### config.mk
export PLATFORM = sky130hd
export DESIGN_NAME = apgd_gpio_top
export DESIGN_NICKNAME = d
export VERILOG_FILES = /design/src/rtl/apgd_pkg.sv /design/src/rtl/apgd_latch_if.sv /design/src/rtl/apgd_clk_latch.sv /design/src/rtl/apgd_gpio_top.sv
export SDC_FILE = /design/constraint.sdc
export NUM_CORES = 1
export LEC_CHECK = 0
export ABC_AREA = 1
export BUFFER_PORTS_ARGS = -buffer_cell sky130_fd_sc_hd__buf_4
export CAP_MARGIN = 20
export CORE_MARGIN = 8
export CORE_UTILIZATION = 45
export DETAILED_ROUTE_END_ITERATION = 8
export PLACE_DENSITY = 0.7
export RECOVER_POWER = 100
export SKIP_LAST_GASP = 1
export SLEW_MARGIN = 0
export SYNTH_ARGS = -nofsm -noshare
export SYNTH_HDL_FRONTEND = slang
export SYNTH_SLANG_ARGS = --single-unit
### constraint.sdc
create_clock -name clk -period 1.35 [get_ports clk]
set_clock_uncertainty 0.05 [all_clocks]
set_input_delay 0.2025 -clock clk [delete_from_list [all_inputs] [get_ports clk]]
set_output_delay 0.2025 -clock clk [all_outputs]
set_load 0.01 [all_outputs]
### src/rtl/apgd_pkg.sv
// Shared constants for the audio port pin GPIO data block
package apgd_pkg;
  // Bus geometry
  localparam int unsigned ADDR_W        = 8;            // Register address width
  localparam int unsigned DATA_W        = 32;           // Register data width
  localparam int unsigned CLK_PERIOD_PS = 8000;         // System clock period, 125 MHz

  // Register byte offsets
  localparam logic [7:0]  OFS_OUT       = 8'h00;        // Output-data register, read/write
  localparam logic [7:0]  OFS_FUNC      = 8'h04;        // Pin function select
  localparam logic [7:0]  OFS_DIR       = 8'h08;        // Pin direction select
  localparam logic [7:0]  OFS_LEVEL     = 8'h0C;        // Pin level input, read only
  localparam logic [7:0]  OFS_SET       = 8'h10;        // Write-1-to-set alias
  localparam logic [7:0]  OFS_CLR       = 8'h14;        // Write-1-to-clear alias
  localparam logic [7:0]  OFS_GINIT     = 8'h18;        // Global initialization register

  // Field layout of the pin registers
  localparam logic [31:0] PIN_MASK      = 32'hFE00FFFF; // Implemented pin bits
  localparam logic [31:0] PIN_RESET     = 32'h00000000; // Reset value of pin control words
  localparam int unsigned TXCLK_BIT     = 26;           // Transmit bit clock pin position
  localparam int unsigned RXCLK_BIT     = 29;           // Receive bit clock pin position

  // Field layout of the global initialization register
  localparam int unsigned INIT_W        = 5;            // Width of each half
  localparam int unsigned TX_INIT_LSB   = 8;            // Transmit half, bits 12-8
  localparam int unsigned RX_INIT_LSB   = 0;            // Receive half, bits 4-0
  localparam logic [4:0]  INIT_RESET    = 5'h00;        // Reset value of each half
endpackage : apgd_pkg
### src/rtl/apgd_latch_if.sv
// Carrier between the register slave and a serial-clock latch
`timescale 1ns/1ps
interface apgd_latch_if #(
  parameter int unsigned W = 5
);
  logic         wr;        // One-cycle write of the requested value
  logic [W-1:0] wdata;     // Requested value
  logic         bclk;      // Synchronised bit clock level
  logic [W-1:0] latched;   // Value taken in on the bit clock

  modport ctl (output wr, output wdata, output bclk, input latched);
  modport lat (input wr, input wdata, input bclk, output latched);
endinterface : apgd_latch_if

### src/rtl/apgd_clk_latch.sv
// Holds a requested control half and latches it on the serial bit clock
`timescale 1ns/1ps
module apgd_clk_latch #(
  parameter int unsigned W = 5
) (
  input  wire logic clk,
  input  wire logic srst,
  apgd_latch_if.lat lif
);
  logic         bclk_prev_q;   // Bit clock level one cycle ago
  logic [W-1:0] pend_q;        // Value written, not yet latched
  logic [W-1:0] lat_q;         // Value seen by the serial section
  logic         bclk_rise;     // Rising edge of the bit clock

  // Refuse a width the carrier cannot hold
  if (W < 1 || W > 32) begin : g_chk
    $error("apgd_clk_latch: width out of range");
  end

  // Edge detect on the already synchronised level
  always_ff @(posedge clk) begin
    if (srst) begin
      bclk_prev_q <= 1'b0;
    end else begin
      bclk_prev_q <= lif.bclk;
    end
  end

  assign bclk_rise = lif.bclk & ~bclk_prev_q;

  // Software request, kept until the clock takes it
  always_ff @(posedge clk) begin
    if (srst) begin
      pend_q <= '0;
    end else if (lif.wr) begin
      pend_q <= lif.wdata;
    end
  end

  // Stopped bit clock means nothing is ever latched
  always_ff @(posedge clk) begin
    if (srst) begin
      lat_q <= '0;
    end else if (bclk_rise) begin
      lat_q <= pend_q;
    end
  end

  assign lif.latched = lat_q;
endmodule : apgd_clk_latch

### src/rtl/apgd_gpio_top.sv
// Pin GPIO data path and global initialization latching for the audio port
// How it works
// - Level register reads live pin levels always
// - Bits 15-0 data, 31-25 frame/clock/mute pins
// - Level readback after reset follows the pins
// - Reserved bits 24-16 read zero, ignore writes
// - Set and clear are storage-free write aliases
// - Set alias ones set output bits
// - Set bit n acts on output bit n
// - Set bit drives GPIO output pin high
// - Clear alias ones clear output bits
// - Clear bit n acts on output bit n
// - Clear bit drives GPIO output pin low
// - Init halves latch on their bit clocks
// - Output bit reaches pin only if GPIO output
// - Output readback is stored data, not pins
//
// Local design decisions: the plain strobed port and the placing of the registers.
`timescale 1ns/1ps
module apgd_gpio_top (
  input  wire logic        clk,
  input  wire logic        srst,
  input  wire logic [7:0]  reg_addr,
  input  wire logic [31:0] reg_wdata,
  input  wire logic        reg_wr,
  input  wire logic        reg_rd,
  output logic      [31:0] reg_rdata,
  input  wire logic [31:0] pin_in,
  output logic      [31:0] pin_out,
  output logic      [31:0] pin_oe,
  input  wire logic [31:0] port_out,
  output logic      [4:0]  tx_init,
  output logic      [4:0]  rx_init
);

  // Address match, used by the write decode of every writable register
  function automatic logic addr_hit(input logic [7:0] addr, input logic [7:0] ofs);
    addr_hit = (addr == ofs);
  endfunction : addr_hit

  // Control words
  logic [31:0] out_data_q;     // The single set of output-data bits
  logic [31:0] func_sel_q;     // One selects GPIO function
  logic [31:0] dir_sel_q;      // One selects output
  logic [31:0] rdata_q;        // Read data, valid the cycle after a read

  // Pin synchroniser; first stage read only by the second
  logic [31:0] pin_meta_q;     // First stage
  logic [31:0] pin_sync_q;     // Second stage, safe to read

  // Registered pin drive
  logic [31:0] pin_out_q;      // Level driven on each pin
  logic [31:0] pin_oe_q;       // Drive enable of each pin

  // Decoded writes
  logic        wr_out;         // Direct write of output data
  logic        wr_set;         // Write to the set alias
  logic        wr_clr;         // Write to the clear alias
  logic        wr_func;        // Write to function select
  logic        wr_dir;         // Write to direction select
  logic        wr_ginit;       // Write to global initialization
  logic [31:0] wdata_m;        // Write data with reserved bits dropped

  // Serial-clock latches for the two init halves
  apgd_latch_if #(.W(apgd_pkg::INIT_W)) tx_lif ();
  apgd_latch_if #(.W(apgd_pkg::INIT_W)) rx_lif ();

  // Write decode
  assign wr_out   = reg_wr & addr_hit(reg_addr, apgd_pkg::OFS_OUT);
  assign wr_set   = reg_wr & addr_hit(reg_addr, apgd_pkg::OFS_SET);
  assign wr_clr   = reg_wr & addr_hit(reg_addr, apgd_pkg::OFS_CLR);
  assign wr_func  = reg_wr & addr_hit(reg_addr, apgd_pkg::OFS_FUNC);
  assign wr_dir   = reg_wr & addr_hit(reg_addr, apgd_pkg::OFS_DIR);
  assign wr_ginit = reg_wr & addr_hit(reg_addr, apgd_pkg::OFS_GINIT);

  // Reserved positions never store; stray ones are harmless here
  assign wdata_m  = reg_wdata & apgd_pkg::PIN_MASK;

  // Two-stage synchroniser on every pin input
  // Not reset: the level view has no fixed value after reset anyway
  always_ff @(posedge clk) begin
    pin_meta_q <= pin_in;
    pin_sync_q <= pin_meta_q;
  end

  // Output-data register; the aliases only modify it
  always_ff @(posedge clk) begin
    if (srst) begin
      out_data_q <= apgd_pkg::PIN_RESET;
    end else if (wr_out) begin
      out_data_q <= wdata_m;
    end else if (wr_set) begin
      out_data_q <= out_data_q | wdata_m;
    end else if (wr_clr) begin
      out_data_q <= out_data_q & ~wdata_m;
    end
  end

  // Function select; never touches output data
  always_ff @(posedge clk) begin
    if (srst) begin
      func_sel_q <= apgd_pkg::PIN_RESET;
    end else if (wr_func) begin
      func_sel_q <= wdata_m;
    end
  end

  // Direction select; never touches output data
  always_ff @(posedge clk) begin
    if (srst) begin
      dir_sel_q <= apgd_pkg::PIN_RESET;
    end else if (wr_dir) begin
      dir_sel_q <= wdata_m;
    end
  end

  // Pin drive: GPIO bits take stored data, others the port core
  // One cycle of latency keeps the pins glitch free
  always_ff @(posedge clk) begin
    if (srst) begin
      pin_out_q <= apgd_pkg::PIN_RESET;
      pin_oe_q  <= apgd_pkg::PIN_RESET;
    end else begin
      pin_out_q <= apgd_pkg::PIN_MASK & ((func_sel_q & out_data_q) | (~func_sel_q & port_out));
      pin_oe_q  <= apgd_pkg::PIN_MASK & dir_sel_q;
    end
  end

  // Connect the transmit half, clocked by the transmit bit clock pin
  assign tx_lif.wr    = wr_ginit;
  assign tx_lif.wdata = reg_wdata[apgd_pkg::TX_INIT_LSB +: apgd_pkg::INIT_W];
  assign tx_lif.bclk  = pin_sync_q[apgd_pkg::TXCLK_BIT];

  // Connect the receive half, clocked by the receive bit clock pin
  assign rx_lif.wr    = wr_ginit;
  assign rx_lif.wdata = reg_wdata[apgd_pkg::RX_INIT_LSB +: apgd_pkg::INIT_W];
  assign rx_lif.bclk  = pin_sync_q[apgd_pkg::RXCLK_BIT];

  // Transmit latch
  apgd_clk_latch #(.W(apgd_pkg::INIT_W)) u_tx_latch (
    .clk  (clk),
    .srst (srst),
    .lif  (tx_lif)
  );

  // Receive latch
  apgd_clk_latch #(.W(apgd_pkg::INIT_W)) u_rx_latch (
    .clk  (clk),
    .srst (srst),
    .lif  (rx_lif)
  );

  // Read mux; answers zero outside a read and on unmapped offsets
  always_ff @(posedge clk) begin
    if (srst) begin
      rdata_q <= 32'h00000000;
    end else if (reg_rd) begin
      unique case (reg_addr)
        apgd_pkg::OFS_OUT:   rdata_q <= out_data_q;
        apgd_pkg::OFS_FUNC:  rdata_q <= func_sel_q;
        apgd_pkg::OFS_DIR:   rdata_q <= dir_sel_q;
        // Live levels, whatever function or direction says
        apgd_pkg::OFS_LEVEL: rdata_q <= pin_sync_q & apgd_pkg::PIN_MASK;
        // Aliases hold nothing to read back
        apgd_pkg::OFS_SET:   rdata_q <= 32'h00000000;
        apgd_pkg::OFS_CLR:   rdata_q <= 32'h00000000;
        // Software polls this until its bits appear
        apgd_pkg::OFS_GINIT: rdata_q <= (32'(tx_lif.latched) << apgd_pkg::TX_INIT_LSB)
                                      | (32'(rx_lif.latched) << apgd_pkg::RX_INIT_LSB);
        default:             rdata_q <= 32'h00000000;
      endcase
    end else begin
      rdata_q <= 32'h00000000;
    end
  end

  // Outputs straight from flip-flops
  assign reg_rdata = rdata_q;
  assign pin_out   = pin_out_q;
  assign pin_oe    = pin_oe_q;
  assign tx_init   = tx_lif.latched;
  assign rx_init   = rx_lif.latched;
endmodule : apgd_gpio_top

Word level (Yosys, flattened, before mapping)
Index checks and enable logic that the tools add are counted.
Storage, ports and cells
  flip-flop bits (word level): 260
  output and inout port bits: 106
  logic and storage cells: 51
Operators by class
  equal/unequal tests: 6
  multiplexer cells: 4
  bitwise logic cells: 19
  reduce and logical (&&, ||, !) cells: 5
Operators with widths (count)
  one-hot mux 32 bit (5 select lines): 1
  AND 32 bit: 3
  two-way mux 32 bit: 3
  inverter 32 bit: 2
  bitwise OR 32 bit: 2
  equality test 8 x 5 -> 1 bit (second input constant): 3
  equality test 8 x 4 -> 1 bit (second input constant): 2
  bitwise OR 13 x 5 -> 13 bit: 1
  AND 1 bit: 8
  equality test 8 x 3 -> 1 bit (second input constant): 1
  logical NOT 8 bit: 1
  OR reduction 2 bit: 2
  inverter 1 bit: 3
  nonzero test 3 bit: 1
  nonzero test 2 bit: 1

Logic depth before layout (Yosys ltp)
  depth in word-level cells: 5
  gate-level depth with buffers: 10
  gate-level depth less buffers: 9

Hierarchy
A second synthesis with hierarchy kept.
Second synthesis, totals
  cell total of the unflattened synthesis: 918
  area, all modules: 7427.1 µm²
Modules (own cells, without submodules)
  apgd_gpio_top: instances 1, cells an instance 804, area an instance 6601.3 µm², seq. area each 3683.5 µm²
  apgd_clk_latch: instances 2, cells an instance 57, area an instance 412.9 µm², seq. area each 220.2 µm²

Worst setup path after synthesis
OpenSTA, ideal clock, no wires.
  path type: input -> register
  start: input port reg_addr[5]
  end: register dir_sel_q[10]
  setup time: 0.119 ns
  data arrival time: 1.093 ns
  data required time: 1.181 ns
  setup slack: 0.088 ns
  stages: 7
  buffers on the path: 1
  cell sequence: nor2_1 -> nand2_2 -> nor2_2 -> nand2_1 -> clkbuf_1 -> o21ai_0 -> a21oi_1
On the way
  cells in the longest elaborated chain, start to end: 2
RTL lines
  start, declared: line apgd_gpio_top.sv:23  | input wire logic [7:0] reg_addr,
  equality test 8 x 4 -> 1 bit: line apgd_gpio_top.sv:38  | addr_hit = (addr == ofs);
  AND 1 bit: line apgd_gpio_top.sv:73  | assign wr_dir = reg_wr & addr_hit(reg_addr, apgd_pkg::OFS_DIR);
  end signal, assigned: line apgd_gpio_top.sv:111  | dir_sel_q <= apgd_pkg::PIN_RESET;
  end signal, assigned: line apgd_gpio_top.sv:113  | dir_sel_q <= wdata_m;
  end, declared: line apgd_gpio_top.sv:44  | logic [31:0] dir_sel_q;
No other way between the ends.
A chain may end at the register's enable or synchronous reset.

Worst setup path in the final report
  start: register u_tx_latch.lat_q[0] (netlist: u_tx_latch.lif.latched[0])
  end: output port tx_init[0]
RTL lines
  start, declared: line apgd_clk_latch.sv:12  | logic [W-1:0] lat_q;
  start signal, assigned: line apgd_clk_latch.sv:45  | lat_q <= pend_q;
  end, declared: line apgd_gpio_top.sv:32  | output logic [4:0] tx_init,
No word-level cell between the ends.

==> impl_metrics.yaml <==
timing:
  setup-violations-final: 0
  fmaxAchievable_ghz: 0.782
  fin_tns_setup_ps: 0
  relSlewSlack_pct: 19.8
  report.final.hold_viol_count: 0
  final_max_slew_viol_count: 0
  finalCritPeriodShare_pct: 94.7
  fin_crit_ps: 1280
  worstMarginPinSlew_ps: 1200
  rsz0062_at_grt: "false"
floorplanning:
  die_w_microns: 143
  die_area_sq_mm: 0.0204
  core_area_sq_mm: 0.0158
  num_rows: 46
  io_pins: 214
  die_y_microns: 143
  start_util_pct: 45.8
status:
  outcome: "completed"
min_path:
  min_path_type: "in -> reg"
  min_from: "reg_rd"
setup_path:
  path_class: "reg -> out"
  critPathArrivalTime_ps: 1030
  max_stage_delay_ps: 380
  cp_top_family: "flip-flops"
  crit_path_start_kind: "register"
  crit_required_ps: 1100
  path_cells: "clkbuf_2"
  cp_slowest_cell: "dfxtp_1"
  critPathBufInv: 1
  r2r-start: "pin_sync_q[26]"
  crit_fanout: 3
  critPathLaunch: "u_tx_latch.lif.latched[0]"
  end_kind: "output port"
grt:
  grt_pass1_wl_microns: 33400
  first_global_vias: 6526
  grt_max_degree: 51
  overflow: 0
  track_usage_pct: 20.7
  grt_antenna_before_repair: 0
clock_tree:
  cts.repair.resized: 0
  cts_buffers: 22
  clk_latency_ps: 490
  hold_buffers: 69
  clock_tree.root_cell: "clkbuf_16"
  path_clk_slew_ps: 60
  cts_max_level: 1
  clock-sinks: 206
  post-cts-setup-buffer-count: 0
  clockBufferDepth: 3
  cts_tree: "yes"
detailed_routing:
  wl_microns: 21400
  ant_nets: 0
  wl_per_cell_microns: 15.6
  first_pass_iters: 4
  vias_per_cell: 4.74
  num_vias: 6500
  drc: 0
  drtIter0Drc: 495
logic_synthesis:
  syn_avg_cell_area_sq_um: 8.11
  yosysSeqAreaShare_pct: 56.9
  synth_seq_cells: 206
  synth_warnings: 0
  synthCells: 893
  syn_area_sq_mm: 0.00724
  ys_types: 24
pwr:
  swShare_pct: 21.2
  clkPwrFrac_pct: 44.8
  finalPower_mw: 12.8
  p_leak_nw: 4.20
  power_frac_comb_pct: 6.2
  vdd_ir_drop_max_mv: 0.904
  power.density_mw_per_mm2: 1290
  p_seq_share_pct: 48.9
  intPower_mw: 10.1
  p_switching_mw: 2.72
placed_design:
  dpl.hpwl_microns: 14200
  gp_congestion: 0.868
  port_buffers: 159
layout:
  diodes: 0
  nets: 1249
  drive_above_1_share_pct: 14.4
  syn_to_final_growth_pct: 36.8
  fillers: 1445
  fin_util_pct: 62.6
run:
  drv_cap: 0
[worst paths after layout]
kind	end	slack, ps	depth (start not counted)
hold reg to reg	pin_sync_q[28]	270	0
setup reg to reg	u_tx_latch.lif.latched[4]	240	5
setup / recovery	tx_init[0]	70	1
hold / removal	reg_rdata[27]	80	4
[area by class of cell]
type	instances	area [sq um]	area share, %
multi-input combinational	546	2420	24.5
timing repair buffer	266	2010	20.3
tap	216	270	2.73
clock buffer	34	687	6.94
inverter	99	372	3.75
clock inverter	4	22.5	0.227
sequential	206	4120	41.6
[power groups by stage]
stage,logic [mW],clock network [mW],registers (mW)
4_1_cts,0.849,5.88,6.27
3_5_place_dp,0.682,0,6.40
2_1_floorplan,0.306,0,6.41
6_report,0.799,5.74,6.27
5_1_grt,0.881,6.12,6.28
3_3_place_gp,0.676,0,6.40
[layout by cell type, fill, tap and decap left out]
master         Yosys  layout
clkbuf_2           0       8
clkbuf_8           0       7
nand2_2            1       1
clkbuf_1          15      82
a21oi_1           91      91
inv_2              5       5
nand3_2            2       1
nor2_1           120     123
o21ai_0           71     100
nand2_4            2       1
nand3_1           24      25
dfxtp_1          206     206
o22ai_1           13      13
buf_12             0      12
nor2_8             1       1
clkinv_2           0       3
inv_1             93      94
nor2_2             4       1
nor3_2             0       1
clkbuf_4           0      36
clkinvlp_4         0       1
dlygate4sd3_1      0      69
clkbuf_16          0      23
nor2_4             2       2
o21ai_1           40      11
nand2_1          147     148
buf_4             32      63
conb_1             1      27
[cells in the mapped netlist, drive strengths merged]
cell type    n  area, sq um
nor3         1         5.00
inv         98          368
clkbuf      15         56.3
a21oi       91          455
nand2      150          581
o21ai      111          556
nor2       127          518
dfxtp      206         4120
buf         53          350
nand3       26          140
conb         1         3.75
clkinv       1         3.75
o22ai       13         81.3
[stage by stage]
step                      area [sq um]  setup WS (ps)  std cells  hold slack, ps
after global placement            8840           -127       1264             257
after detailed placement          8840           -188       1264             258
after floorplan                   7340           87.8        919             180
after global routing              9900           26.7       1371            94.7
final                             9900           71.4       1371            82.1
after CTS                        10200           53.6       1371            54.0
[cells by family (layout without fill, tap and decap cells)]
logic type | count (synthesis) | in the layout | synth area share, %
AOI/OAI and AO/OA | 215 | 215 | 15.1
buffers and inverters | 167 | 403 | 10.7
DFF | 206 | 206 | 56.9
other | 1 | 27 | 0.0518
and+or+nand+nor | 304 | 304 | 17.2
[per-layer routing]
metal  wire, microns  vias to the layer above  track usage (%)
met2           10300                      217             35.3
met1            9270                     2991             25.8
met3            1380                       30             3.97
met5               0                        -                0
li1                -                     3262                -
met4             413                        0             6.21
No activity file was read; power rests on OpenSTA's default activity.
